==> src/design/sync_unit_pkg.sv <==
// shared constants and types for the bus synchronisation unit
package sync_unit_pkg;
	// ******************************
	// register map (byte addresses)
	// ******************************
	localparam logic [4:0] ADDR_CTRL0 = 5'h00;
	localparam logic [4:0] ADDR_CTRL1 = 5'h04;
	localparam logic [4:0] ADDR_STATUS = 5'h08;
	localparam logic [4:0] ADDR_SYNC_TIMER = 5'h0c;
	localparam logic [4:0] ADDR_BREAK_TIMER = 5'h10;
	localparam logic [4:0] ADDR_COMPARE = 5'h14;
	// ******************************
	// control zero fields
	// ******************************
	localparam int C0_SOFT_RESET = 0;
	localparam int C0_EDGE_CLEAR = 1;
	localparam int C0_ENABLE = 2;
	localparam int C0_START_IE = 3;
	localparam int C0_STOP_IE = 4;
	localparam int C0_CMP_IE = 5;
	localparam int C0_MODE = 6;
	localparam int C0_STOP_RISE = 7;
	localparam int C0_GATE = 8;
	localparam int C0_BRK_ERR_DIS = 10;
	localparam logic [10:0] C0_RESET = 11'h000;
	localparam logic [10:0] C0_WMASK = 11'h5fc;
	// ******************************
	// control one and status fields
	// ******************************
	localparam logic [7:0] C1_RESET = 8'h32;
	localparam int ST_BREAK = 0;
	localparam int ST_START = 1;
	localparam int ST_STOP = 2;
	localparam int ST_CMP = 3;
	localparam int ST_BRK_CMP = 4;
	localparam int ST_BRK_OVF = 5;
	localparam int ST_W = 6;
	// ******************************
	// timing
	// ******************************
	localparam int CLK_HZ = 40_000_000;
	localparam int TICK_HZ = 5_000_000;
	localparam int TICK_DIV = CLK_HZ / TICK_HZ;
	localparam int SELF_CLEAR_NS = 15_000;
	localparam int SELF_CLEAR_CYC = (SELF_CLEAR_NS * (CLK_HZ / 1_000_000) + 999) / 1000;

	typedef struct packed {
		logic rise;
		logic fall;
	} edge_t;
endpackage

==> src/design/sync_unit.sv <==
// break/sync timing, receive gating and event flags for the single-wire bus
//
// What this block does
// - gate clear: uart receive follows bus at all times, break included.
// - gate set in line mode: uart receive held high until break and sync detected.
// - control bit 6 selects line mode at 0, bit-serial mode at 1.
// - bit-serial read with gate set: rising edge sets break status bit 0.
// - bit-serial read: break timer runs from falling to rising edge.
// - break timer flags compare match and overflow.
// - write mode: gate cleared, compare flag bit 3 times bus release.
// - write mode: break timer still stops on rising edge.
// - bit 7 picks falling or rising edges for the sync timer stop count.
// - bit 5 set: sync timer equal to compare sets flag 3 and interrupt.
// - bit 4 set: each stop condition interrupts; clear: none.
// - bit 3 set: each line-mode start condition interrupts; clear: none.
// - bit 2 enables the whole synchronisation function.
// - bit 1 clears edge counters, self clears after 15 us.
// - bit 0 resets sync logic, self clears after 15 us.
// - sync timer counts on a 5 MHz tick independent of baud.
// - the break falling edge counts as the first falling edge.
//
// Design decisions made here: register access over Avalon-MM and the placing of the registers.
`timescale 1ns/100ps
module sync_unit
	import sync_unit_pkg::*;
#(
	parameter int TIMER_W = 16,
	parameter int CLEAR_CYCLES = SELF_CLEAR_CYC
) (
	// clock, reset, enable
	input wire logic clk_in,
	input wire logic resetn_in,
	input wire logic ce_in,
	// avalon-mm slave
	input wire logic [4:0] avs_address_in,
	input wire logic avs_read_in,
	input wire logic avs_write_in,
	input wire logic [31:0] avs_writedata_in,
	input wire logic [3:0] avs_byteenable_in,
	output logic [31:0] avs_readdata_out,
	output logic avs_waitrequest_out,
	// bus pin and uart
	input wire logic bus_rx_in,
	output logic uart_rx_out,
	output logic sync_irq_out
);
	// the delay counters are 16 bits wide and the timers are read through a 32-bit word
	if (TIMER_W < 8 || TIMER_W > 32 || CLEAR_CYCLES < 1
		|| CLEAR_CYCLES > 65535) begin : g_param_check
		$error("sync_unit: unsupported parameter value");
	end

	typedef enum {S_IDLE, S_COUNT, S_DONE} sync_state_t;

	// ******************************
	// pin synchronisation
	// ******************************
	logic bus_level;
	edge_t bus_edge;
	bus_edge_detect bus_edge_detect_inst (
		.clk_in(clk_in),
		.resetn_in(resetn_in),
		.ce_in(ce_in),
		.pin_in(bus_rx_in),
		.level_out(bus_level),
		.edge_out(bus_edge)
	);

	// ******************************
	// registers
	// ******************************
	logic [10:0] ctrl0;
	logic [7:0] ctrl1;
	logic [ST_W-1:0] status;
	logic [TIMER_W-1:0] sync_timer;
	logic [TIMER_W-1:0] break_timer;
	logic [TIMER_W-1:0] compare;
	logic [TIMER_W-1:0] break_compare;
	logic [15:0] rst_cnt;
	logic [15:0] clr_cnt;
	logic [3:0] tick_cnt;
	logic [3:0] fall_cnt;
	logic [3:0] rise_cnt;
	logic break_run;
	logic frame_seen;
	logic ack;
	sync_state_t state;
	sync_state_t next_state;

	function automatic logic sel(input logic [4:0] a, input logic [4:0] b);
		sel = (a == b);
	endfunction

	wire wr_hit = avs_write_in && !ack;
	wire wr_c0 = wr_hit && sel(avs_address_in, ADDR_CTRL0) && avs_byteenable_in[0];
	wire wr_c0_hi = wr_hit && sel(avs_address_in, ADDR_CTRL0) && avs_byteenable_in[1];
	wire wr_c1 = wr_hit && sel(avs_address_in, ADDR_CTRL1) && avs_byteenable_in[0];
	wire wr_st = wr_hit && sel(avs_address_in, ADDR_STATUS) && avs_byteenable_in[0];
	wire wr_brk = wr_hit && sel(avs_address_in, ADDR_BREAK_TIMER);
	wire wr_cmp = wr_hit && sel(avs_address_in, ADDR_COMPARE);

	// ******************************
	// decoded control
	// ******************************
	wire soft_rst = (rst_cnt != 16'h0000);
	wire edge_clr = (clr_cnt != 16'h0000) || soft_rst;
	wire enabled = ctrl0[C0_ENABLE] && !soft_rst;
	wire bsd_mode = ctrl0[C0_MODE];
	wire gate = ctrl0[C0_GATE];
	wire tick = (tick_cnt == 4'(TICK_DIV - 1));
	wire [3:0] start_cnt = ctrl1[3:0];
	wire [3:0] stop_cnt = ctrl1[7:4];
	// the break falling edge is edge one, so counters hold total edges seen up to 15
	wire [3:0] next_fall = fall_cnt + 4'h1;
	wire [3:0] next_rise = rise_cnt + 4'h1;
	wire start_ev = enabled && !bsd_mode && bus_edge.fall && state == S_IDLE
		&& next_fall == start_cnt;
	wire stop_ev = enabled && state == S_COUNT && (bsd_mode ? bus_edge.rise
		: ctrl0[C0_STOP_RISE] ? (bus_edge.rise && next_rise == stop_cnt)
		: (bus_edge.fall && next_fall == stop_cnt));
	// bit-serial: each pulse restarts the sync timer so compare can time the release
	wire bsd_start_ev = enabled && bsd_mode && bus_edge.fall && state != S_COUNT;
	wire cmp_ev = enabled && ctrl0[C0_CMP_IE] && tick && state == S_COUNT
		&& sync_timer == compare;
	wire brk_rise_ev = enabled && bsd_mode && gate && bus_edge.rise;
	wire brk_cmp_ev = enabled && break_run && break_timer == break_compare
		&& !ctrl0[C0_BRK_ERR_DIS];
	wire brk_ovf_ev = enabled && break_run && tick && (&break_timer)
		&& !ctrl0[C0_BRK_ERR_DIS];
	wire [ST_W-1:0] set_vec = {brk_ovf_ev, brk_cmp_ev, cmp_ev,
		stop_ev && ctrl0[C0_STOP_IE], start_ev && ctrl0[C0_START_IE], brk_rise_ev};

	always_comb begin
		next_state = state;
		case (state)
			S_IDLE: if (start_ev || bsd_start_ev) next_state = S_COUNT;
			S_COUNT: if (stop_ev) next_state = S_DONE;
			S_DONE: if (bsd_start_ev) next_state = S_COUNT;
			default: next_state = S_IDLE;
		endcase
		if (edge_clr || !enabled)
			next_state = S_IDLE;
	end

	// ******************************
	// bus slave: one wait state then ack
	// ******************************
	always_ff @(posedge clk_in or negedge resetn_in) begin
		if (!resetn_in)
			ack <= 1'b0;
		else if (ce_in)
			ack <= (avs_read_in || avs_write_in) && !ack;
	end
	assign avs_waitrequest_out = !(ack && ce_in);

	wire [31:0] rd_mux =
		sel(avs_address_in, ADDR_CTRL0) ? {21'h0, ctrl0[10:2], clr_cnt != 16'h0000, soft_rst} :
		sel(avs_address_in, ADDR_CTRL1) ? {24'h0, ctrl1} :
		sel(avs_address_in, ADDR_STATUS) ? {26'h0, status} :
		sel(avs_address_in, ADDR_SYNC_TIMER) ? 32'(sync_timer) :
		sel(avs_address_in, ADDR_BREAK_TIMER) ? 32'(break_timer) :
		sel(avs_address_in, ADDR_COMPARE) ? 32'(compare) : 32'h0000_0000;

	always_ff @(posedge clk_in or negedge resetn_in) begin
		if (!resetn_in)
			avs_readdata_out <= 32'h0000_0000;
		else if (ce_in && avs_read_in && !ack)
			avs_readdata_out <= rd_mux;
	end

	// ******************************
	// control registers and self-clear delays
	// ******************************
	always_ff @(posedge clk_in or negedge resetn_in) begin
		if (!resetn_in) begin
			ctrl0 <= C0_RESET;
			ctrl1 <= C1_RESET;
			compare <= '0;
			break_compare <= '1;
			rst_cnt <= 16'h0000;
			clr_cnt <= 16'h0000;
		end else if (ce_in) begin
			if (wr_c0)
				ctrl0[7:0] <= avs_writedata_in[7:0] & C0_WMASK[7:0];
			if (wr_c0_hi)
				ctrl0[10:8] <= avs_writedata_in[10:8] & C0_WMASK[10:8];
			if (wr_c1)
				ctrl1 <= avs_writedata_in[7:0];
			if (wr_cmp)
				compare <= avs_writedata_in[TIMER_W-1:0];
			if (wr_brk)
				break_compare <= avs_writedata_in[TIMER_W-1:0];
			if (wr_c0 && avs_writedata_in[C0_SOFT_RESET])
				rst_cnt <= 16'(CLEAR_CYCLES);
			else if (soft_rst)
				rst_cnt <= rst_cnt - 16'h0001;
			if (wr_c0 && avs_writedata_in[C0_EDGE_CLEAR])
				clr_cnt <= 16'(CLEAR_CYCLES);
			else if (clr_cnt != 16'h0000)
				clr_cnt <= clr_cnt - 16'h0001;
		end
	end

	// ******************************
	// status flags: set wins over a write-one clear
	// ******************************
	always_ff @(posedge clk_in or negedge resetn_in) begin
		if (!resetn_in)
			status <= '0;
		else if (ce_in) begin
			if (soft_rst)
				status <= '0;
			else
				status <= (status & ~(wr_st ? avs_writedata_in[ST_W-1:0] : '0)) | set_vec;
		end
	end
	assign sync_irq_out = |status;

	// ******************************
	// sync timer, edge counters, break timer
	// ******************************
	always_ff @(posedge clk_in or negedge resetn_in) begin
		if (!resetn_in) begin
			tick_cnt <= 4'h0;
			fall_cnt <= 4'h0;
			rise_cnt <= 4'h0;
			sync_timer <= '0;
			break_timer <= '0;
			break_run <= 1'b0;
			frame_seen <= 1'b0;
			state <= S_IDLE;
		end else if (ce_in) begin
			tick_cnt <= tick ? 4'h0 : tick_cnt + 4'h1;
			state <= next_state;
			if (edge_clr || !enabled) begin
				fall_cnt <= 4'h0;
				rise_cnt <= 4'h0;
			end else begin
				if (bus_edge.fall && fall_cnt != 4'hf)
					fall_cnt <= next_fall;
				if (bus_edge.rise && rise_cnt != 4'hf)
					rise_cnt <= next_rise;
			end
			if (soft_rst || start_ev || bsd_start_ev)
				sync_timer <= '0;
			else if (state == S_COUNT && tick)
				sync_timer <= sync_timer + 1'b1;
			// rising edge ends every pulse in either bit-serial direction
			if (soft_rst)
				break_run <= 1'b0;
			else if (enabled && bus_edge.fall)
				break_run <= 1'b1;
			else if (bus_edge.rise || brk_ovf_ev)
				break_run <= 1'b0;
			if (soft_rst || (enabled && bus_edge.fall))
				break_timer <= '0;
			else if (break_run && tick)
				break_timer <= break_timer + 1'b1;
			// sync byte is complete once the stop edge of the window is seen
			if (soft_rst || edge_clr || !enabled || bsd_mode)
				frame_seen <= 1'b0;
			else if (stop_ev)
				frame_seen <= 1'b1;
		end
	end

	// ******************************
	// uart receive gating
	// ******************************
	// limitation: in bit-serial mode the gate bit steers interrupts, not the uart
	assign uart_rx_out = (gate && !bsd_mode && enabled && !frame_seen) ? 1'b1 : bus_level;

	// ******************************
	// checks
	// ******************************
	rx_gated_a: assert property (@(posedge clk_in) disable iff (!resetn_in)
		(gate && !bsd_mode && enabled && state != S_DONE) |-> uart_rx_out)
		else $error("uart receive not held high while gated");
	rx_pass_a: assert property (@(posedge clk_in) disable iff (!resetn_in)
		(!gate || bsd_mode || !enabled) |-> (uart_rx_out == bus_level))
		else $error("uart receive does not follow the bus");
	mode_sel_a: assert property (@(posedge clk_in) disable iff (!resetn_in)
		bsd_mode |-> !start_ev)
		else $error("start counted in bit-serial mode");
	rise_flag_a: assert property (@(posedge clk_in) disable iff (!resetn_in)
		(ce_in && brk_rise_ev && !soft_rst) |=> status[ST_BREAK])
		else $error("rising edge break flag missed");
	brk_start_a: assert property (@(posedge clk_in) disable iff (!resetn_in)
		(ce_in && enabled && bus_edge.fall) |=> (break_run && break_timer == '0))
		else $error("break timer did not start on falling edge");
	brk_cmp_a: assert property (@(posedge clk_in) disable iff (!resetn_in)
		(ce_in && enabled && break_run && break_timer == break_compare
		&& !ctrl0[C0_BRK_ERR_DIS]) |=> status[ST_BRK_CMP])
		else $error("break compare flag missed");
	brk_ovf_a: assert property (@(posedge clk_in) disable iff (!resetn_in)
		(ce_in && enabled && break_run && tick && (&break_timer)
		&& !ctrl0[C0_BRK_ERR_DIS]) |=> status[ST_BRK_OVF])
		else $error("break overflow flag missed");
	bsd_start_a: assert property (@(posedge clk_in) disable iff (!resetn_in)
		(ce_in && bsd_start_ev && !edge_clr) |=> (state == S_COUNT && sync_timer == '0))
		else $error("bit-serial pulse did not restart the sync timer");
	brk_gate_a: assert property (@(posedge clk_in) disable iff (!resetn_in)
		(ce_in && !gate && !status[ST_BREAK] && !soft_rst) |=> !status[ST_BREAK])
		else $error("break flag raised with gate clear");
	brk_stop_a: assert property (@(posedge clk_in) disable iff (!resetn_in)
		(ce_in && bus_edge.rise && !bus_edge.fall) |=> !break_run)
		else $error("break timer runs past rising edge");
	stop_rise_a: assert property (@(posedge clk_in) disable iff (!resetn_in)
		(ctrl0[C0_STOP_RISE] && !bsd_mode && bus_edge.fall) |-> !stop_ev)
		else $error("falling edge stopped a rising-edge count");
	cmp_flag_a: assert property (@(posedge clk_in) disable iff (!resetn_in)
		(ce_in && cmp_ev && !soft_rst) |=> (status[ST_CMP] && sync_irq_out))
		else $error("compare flag or interrupt missed");
	stop_mask_a: assert property (@(posedge clk_in) disable iff (!resetn_in)
		(ce_in && stop_ev && !ctrl0[C0_STOP_IE] && !status[ST_STOP]) |=> !status[ST_STOP])
		else $error("masked stop raised a flag");
	start_flag_a: assert property (@(posedge clk_in) disable iff (!resetn_in)
		(ce_in && start_ev && ctrl0[C0_START_IE] && !soft_rst) |=> status[ST_START])
		else $error("start flag missed");
	disable_a: assert property (@(posedge clk_in) disable iff (!resetn_in)
		(ce_in && !enabled) |=> state == S_IDLE)
		else $error("sync state left idle while disabled");
	clr_hold_a: assert property (@(posedge clk_in) disable iff (!resetn_in)
		(ce_in && wr_c0 && avs_writedata_in[C0_EDGE_CLEAR]) |=> (clr_cnt != 16'h0000) [*2])
		else $error("edge clear did not hold");
	edge_clr_a: assert property (@(posedge clk_in) disable iff (!resetn_in)
		(ce_in && edge_clr) |=> (fall_cnt == 4'h0 && rise_cnt == 4'h0))
		else $error("edge counters not cleared");
	rst_hold_a: assert property (@(posedge clk_in) disable iff (!resetn_in)
		(ce_in && wr_c0 && avs_writedata_in[C0_SOFT_RESET]) |=> soft_rst ##1 status == '0)
		else $error("soft reset did not take effect");
	timer_tick_a: assert property (@(posedge clk_in) disable iff (!resetn_in)
		(ce_in && !tick && !start_ev && !bsd_start_ev && !soft_rst) |=> $stable(sync_timer))
		else $error("sync timer moved between ticks");
	fall_first_a: assert property (@(posedge clk_in) disable iff (!resetn_in)
		(ce_in && enabled && !edge_clr && bus_edge.fall && fall_cnt == 4'h0) |=> fall_cnt == 4'h1)
		else $error("first falling edge not counted as one");
	rd_self_a: assert property (@(posedge clk_in) disable iff (!resetn_in)
		(ce_in && avs_read_in && !ack && sel(avs_address_in, ADDR_CTRL0) && soft_rst)
		|=> avs_readdata_out[C0_SOFT_RESET])
		else $error("running soft reset did not read as one");
endmodule

==> src/design/bus_edge_detect.sv <==
// synchroniser and edge detector for the bus receive pin
`timescale 1ns/100ps
module bus_edge_detect
	import sync_unit_pkg::*;
(
	// clock and reset
	input wire logic clk_in,
	input wire logic resetn_in,
	input wire logic ce_in,
	// pin and result
	input wire logic pin_in,
	output logic level_out,
	output edge_t edge_out
);
	logic meta;
	logic sync;
	logic last;

	// the bus idles high, so all stages reset to one
	always_ff @(posedge clk_in or negedge resetn_in) begin
		if (!resetn_in) begin
			meta <= 1'b1;
			sync <= 1'b1;
			last <= 1'b1;
		end else if (ce_in) begin
			meta <= pin_in;
			sync <= meta;
			last <= sync;
		end
	end

	assign level_out = sync;
	assign edge_out.rise = ce_in && sync && !last;
	assign edge_out.fall = ce_in && !sync && last;
endmodule

==> config.mk <==
export PLATFORM = sky130hd
export DESIGN_NAME = sync_unit
export DESIGN_NICKNAME = d
export VERILOG_FILES = /design/src/design/sync_unit_pkg.sv /design/src/design/sync_unit.sv /design/src/design/bus_edge_detect.sv
export SDC_FILE = /design/constraint.sdc
export NUM_CORES = 1
export LEC_CHECK = 0
export ABC_AREA = 1
export BUFFER_PORTS_ARGS = -buffer_cell sky130_fd_sc_hd__buf_2
export CAP_MARGIN = 20
export CELL_PAD_IN_SITES_DETAIL_PLACEMENT = 2
export CELL_PAD_IN_SITES_GLOBAL_PLACEMENT = 2
export CORE_MARGIN = 8
export CORE_UTILIZATION = 35
export CTS_CLUSTER_DIAMETER = 150
export DETAILED_ROUTE_END_ITERATION = 16
export PLACE_DENSITY = 0.81
export SLEW_MARGIN = 10
export SYNTH_ARGS = -nofsm -noshare
export SYNTH_HDL_FRONTEND = slang
export SYNTH_HIERARCHICAL = 1
export SYNTH_SLANG_ARGS = --single-unit
export TNS_END_PERCENT = 20
==> constraint.sdc <==
create_clock -name clk_in -period 2.35 [get_ports clk_in]
set_input_delay 0.1175 -clock clk_in [delete_from_list [all_inputs] [get_ports clk_in]]
set_output_delay 0.1175 -clock clk_in [all_outputs]
set_load 0.03 [all_outputs]
==> flow_summary.toml <==
[pwr]
power.total_mw = 8.746
power_leakage_nw = 5.065
power_density_nw_per_um2 = 809.1
max-vdd-ir-drop_mv = 0.4704

[timing]
setup_tns_ps = 0
timing.fmax_mhz = 442.1
final_number_of_setup_violating_endpoints = 0
minimum_clock_period_after_layout_ps = 2262
worst_slack_ps = 88.28
fin_skew_ps = 15.56
relSlewSlack_pct = 50.49
hold_slack_ps = 47.03
worst-slew-pin-transition_ps = 737.1
layout_worst_path_cycle_share_pct = 96.24
count_of_final_max_slew_check_failures = 0
grt_setup_unrepaired = "true"
final_hold_viol_count = 0

[setup_path]
start_kind = "flip-flop"
setup.worst_path.class = "flip-flop to primary output"
worst_setup_path_end_kind = "primary output"
crit_required_ps = 2230
critPathMaxFanout = 7
crit_arrival_ps = 2140

[layout]
antennaDiodeCount = 0
postLayoutCoreUtil_pct = 40.67
flow.area_growth_from_synthesis_pct = 15.63
finish.net_count = 1375
post-route-cell-area_um2 = 10810
drive_above_1_share_pct = 15.00
final_cell_count_no_fill = 1674

[flow_run]
max_cap_violations = 0

[floorplanning]
core_um2 = 26580
dieHeight_um = 179.4
initial_core_utilization_pct = 35.17
num_io_pins = 82
die_x_um = 179.4
design.die.area_um2 = 32190
placementRows = 60

[outcome]
status = "completed"

[placement]
pre_cts_ws_ps = 133.2
dpl.cell_count = 1628
place.detailed.hpwl_mm = 25.55
place_congestion = 0.8203
port_buffers = 47
dpl-instance-area_um2 = 9995

[detailed_routing]
routed_length_per_instance_um = 21.24
antenna_violating_nets_post_route = 0
drt_first_iter_violations = 473
vias_per_cell = 5.322
dr.pass1.iters = 5
vias = 8909
post-route-drc-count = 0
wirelength_mm = 35.56

[yosys]
synthesis.area_um2 = 9348
synth_area_leaders = "dfrtp_1, nand2_1, dfstp_2"
synth-async-reset-ratio_pct = 100.0
postSynthAreaPerCell_um2 = 7.532
synth_cells = 1241
synth_warnings = 6
synth_cell_types = 50
postSynthRegisterBits = 154
synth_top_area_share_pct = 35.34
number_of_flops_mapped_to_enable_cells_by_yosys = 0
netlist.top_cell.by_area = "dfrtp_1"
synth_sequential_area_ratio_pct = 41.52
ys.flop_type = "dfrtp_1"

[global_routing]
grt_start_max_net_pins = 53
globalRouteTotalUtil_pct = 22.11
overflow = 0
initial_antenna_violation_count = 1
global_route_track_usage_on_met2_pct = 38.16
first_pass_grt_wire_length_mm = 56.72
grtUsageMet3_pct = 3.548
number_of_global_route_vias_before_repair = 10020
grt.met1_usage_pct = 28.14
grt_busiest_layer = "met2"

[clock_network]
clkSlewWorstSetupHoldPaths_ps = 70
cts_num_sinks = 154
worst_skew_pair.late_latency_ps = 450
clock_tree_from_tritoncts = "yes"
htreeDepth = 4
cts_inserted_buffers = 17
cell_chosen_for_the_clock_root = "clkbuf_16"
max-clock-path-buffers = 2

[hold_path]
holdCritPathClass = "input port to flip-flop"
[worst max-delay path: stages, from the launching register on]
cell and delay [ps]:
dfrtp_1 420, inv_2 120, ha_4 170, nand3_2 130, nor2_4 180, nand3_4 160, nor2_4 170, a31o_2 190
buf_4 160
[cell usage after synthesis (all sizes together) (2+ instances only)]
master	n
clkbuf	12
ha	8
nand3b	3
nor3	40
nor2	116
o31ai	13
o211ai	9
dfstp	22
clkinv	3
o21ai	120
o221ai	4
nand4	25
a21oi	35
dfrtp	132
o22ai	11
nand2	344
inv	153
nor4	9
xor2	41
nand3	81
or2	3
xnor2	13
buf	35
nor3b	2
[registers in the layout, indices dropped and copies added (netlist names), 2 cells and up]
name,count
avs_readdata_out,16
break_compare,16
break_timer,16
clr_cnt,16
compare,16
rst_cnt,16
sync_timer,16
ctrl0,8
ctrl1,8
status,6
fall_cnt,4
rise_cnt,4
tick_cnt,4
state,2
[path summary, 6_finish.rpt]
| path | from | to | slack, ps | cells past startpoint |
|---|---|---|---|---|
| max in group asynchronous | resetn_in | break_compare[1] | 1330 | 3 |
| min in group asynchronous | resetn_in | clr_cnt[13] | 220 | 2 |
| max | rst_cnt[0] | uart_rx_out | 90 | 8 |
| max reg2reg | rst_cnt[0] | break_timer[14] | 100 | 12 |
| min | avs_writedata_in[6] | break_compare[6] | 50 | 3 |
| min reg2reg | bus_edge_detect_inst/meta | bus_edge_detect_inst/meta | 470 | 2 |
[power by group]
part | internal, mW | total (mW) | switching [mW]
logic | 0.676 | 2.09 | 1.41
clock network | 1.93 | 3.23 | 1.30
registers | 3.04 | 3.42 | 0.389
[layout make-up]
class / count / area (um^2)
inverters: 156 / 598.1
fillers: 3123 / 15770
clock buffers: 19 / 442.9
clock inverters: 13 / 211.5
multi-input cells: 899 / 4629
flip-flops and latches: 154 / 3881
well taps: 341 / 426.7
repair buffers: 92 / 619.3
[cells in the final DEF (no fill, tap or decap), types with 3 or more instances in the layout]
cell           count
nor2_4             9
nor2_2             9
nand3_2            5
nand2_1          330
o21ai_0          101
bufinv_16          5
or2_2              3
buf_4             35
xor2_1            41
inv_1            144
nand3_1           75
o221ai_1           4
xnor2_1           13
dfrtp_1          132
dlygate4sd3_1     10
nand3b_1           3
nand2_4            7
nor2_1            98
inv_6              5
o211ai_1           8
o21ai_1           19
clkbuf_16         17
o22ai_1           11
nand2_2            7
inv_2              9
a21oi_1           33
buf_2             45
dfstp_2           22
o31ai_1           13
nor3_1            33
nor3_2             5
nor4_1             8
nand4_1           24
ha_1               7
conb_1            16
[kinds of logic after synthesis]
family                   Yosys count  synth area share [%]
other                              1               0.04012
AO/OA/AOI/OAI                    198                 11.94
AND/OR/NAND/NOR                  623                 30.60
XOR/XNOR                          54                 5.060
buffers and inverters            203                 9.771
flip-flops                       154                 41.52
adder cells (fa/ha/maj)            8                 1.071
[repair_timing]
action / in CTS / in global routing
setup buffers: 2 / 2
setup endpoints to repair: 1 / 23
hold endpoints to repair: 49 / 0
cloned: 0 / 0
hold buffers: 10 / 0
pin swaps: 1 / 3
gates resized for setup: 5 / 3
[layer usage]
| layer | share of wire, % | wire (um) |
|---|---|---|
| met5 | 0.037 | 13 |
| met2 | 49 | 17400 |
| met4 | 1.9 | 669 |
| met1 | 45 | 16070 |
| met3 | 3.9 | 1402 |
(Power assumes the default switching activity.)
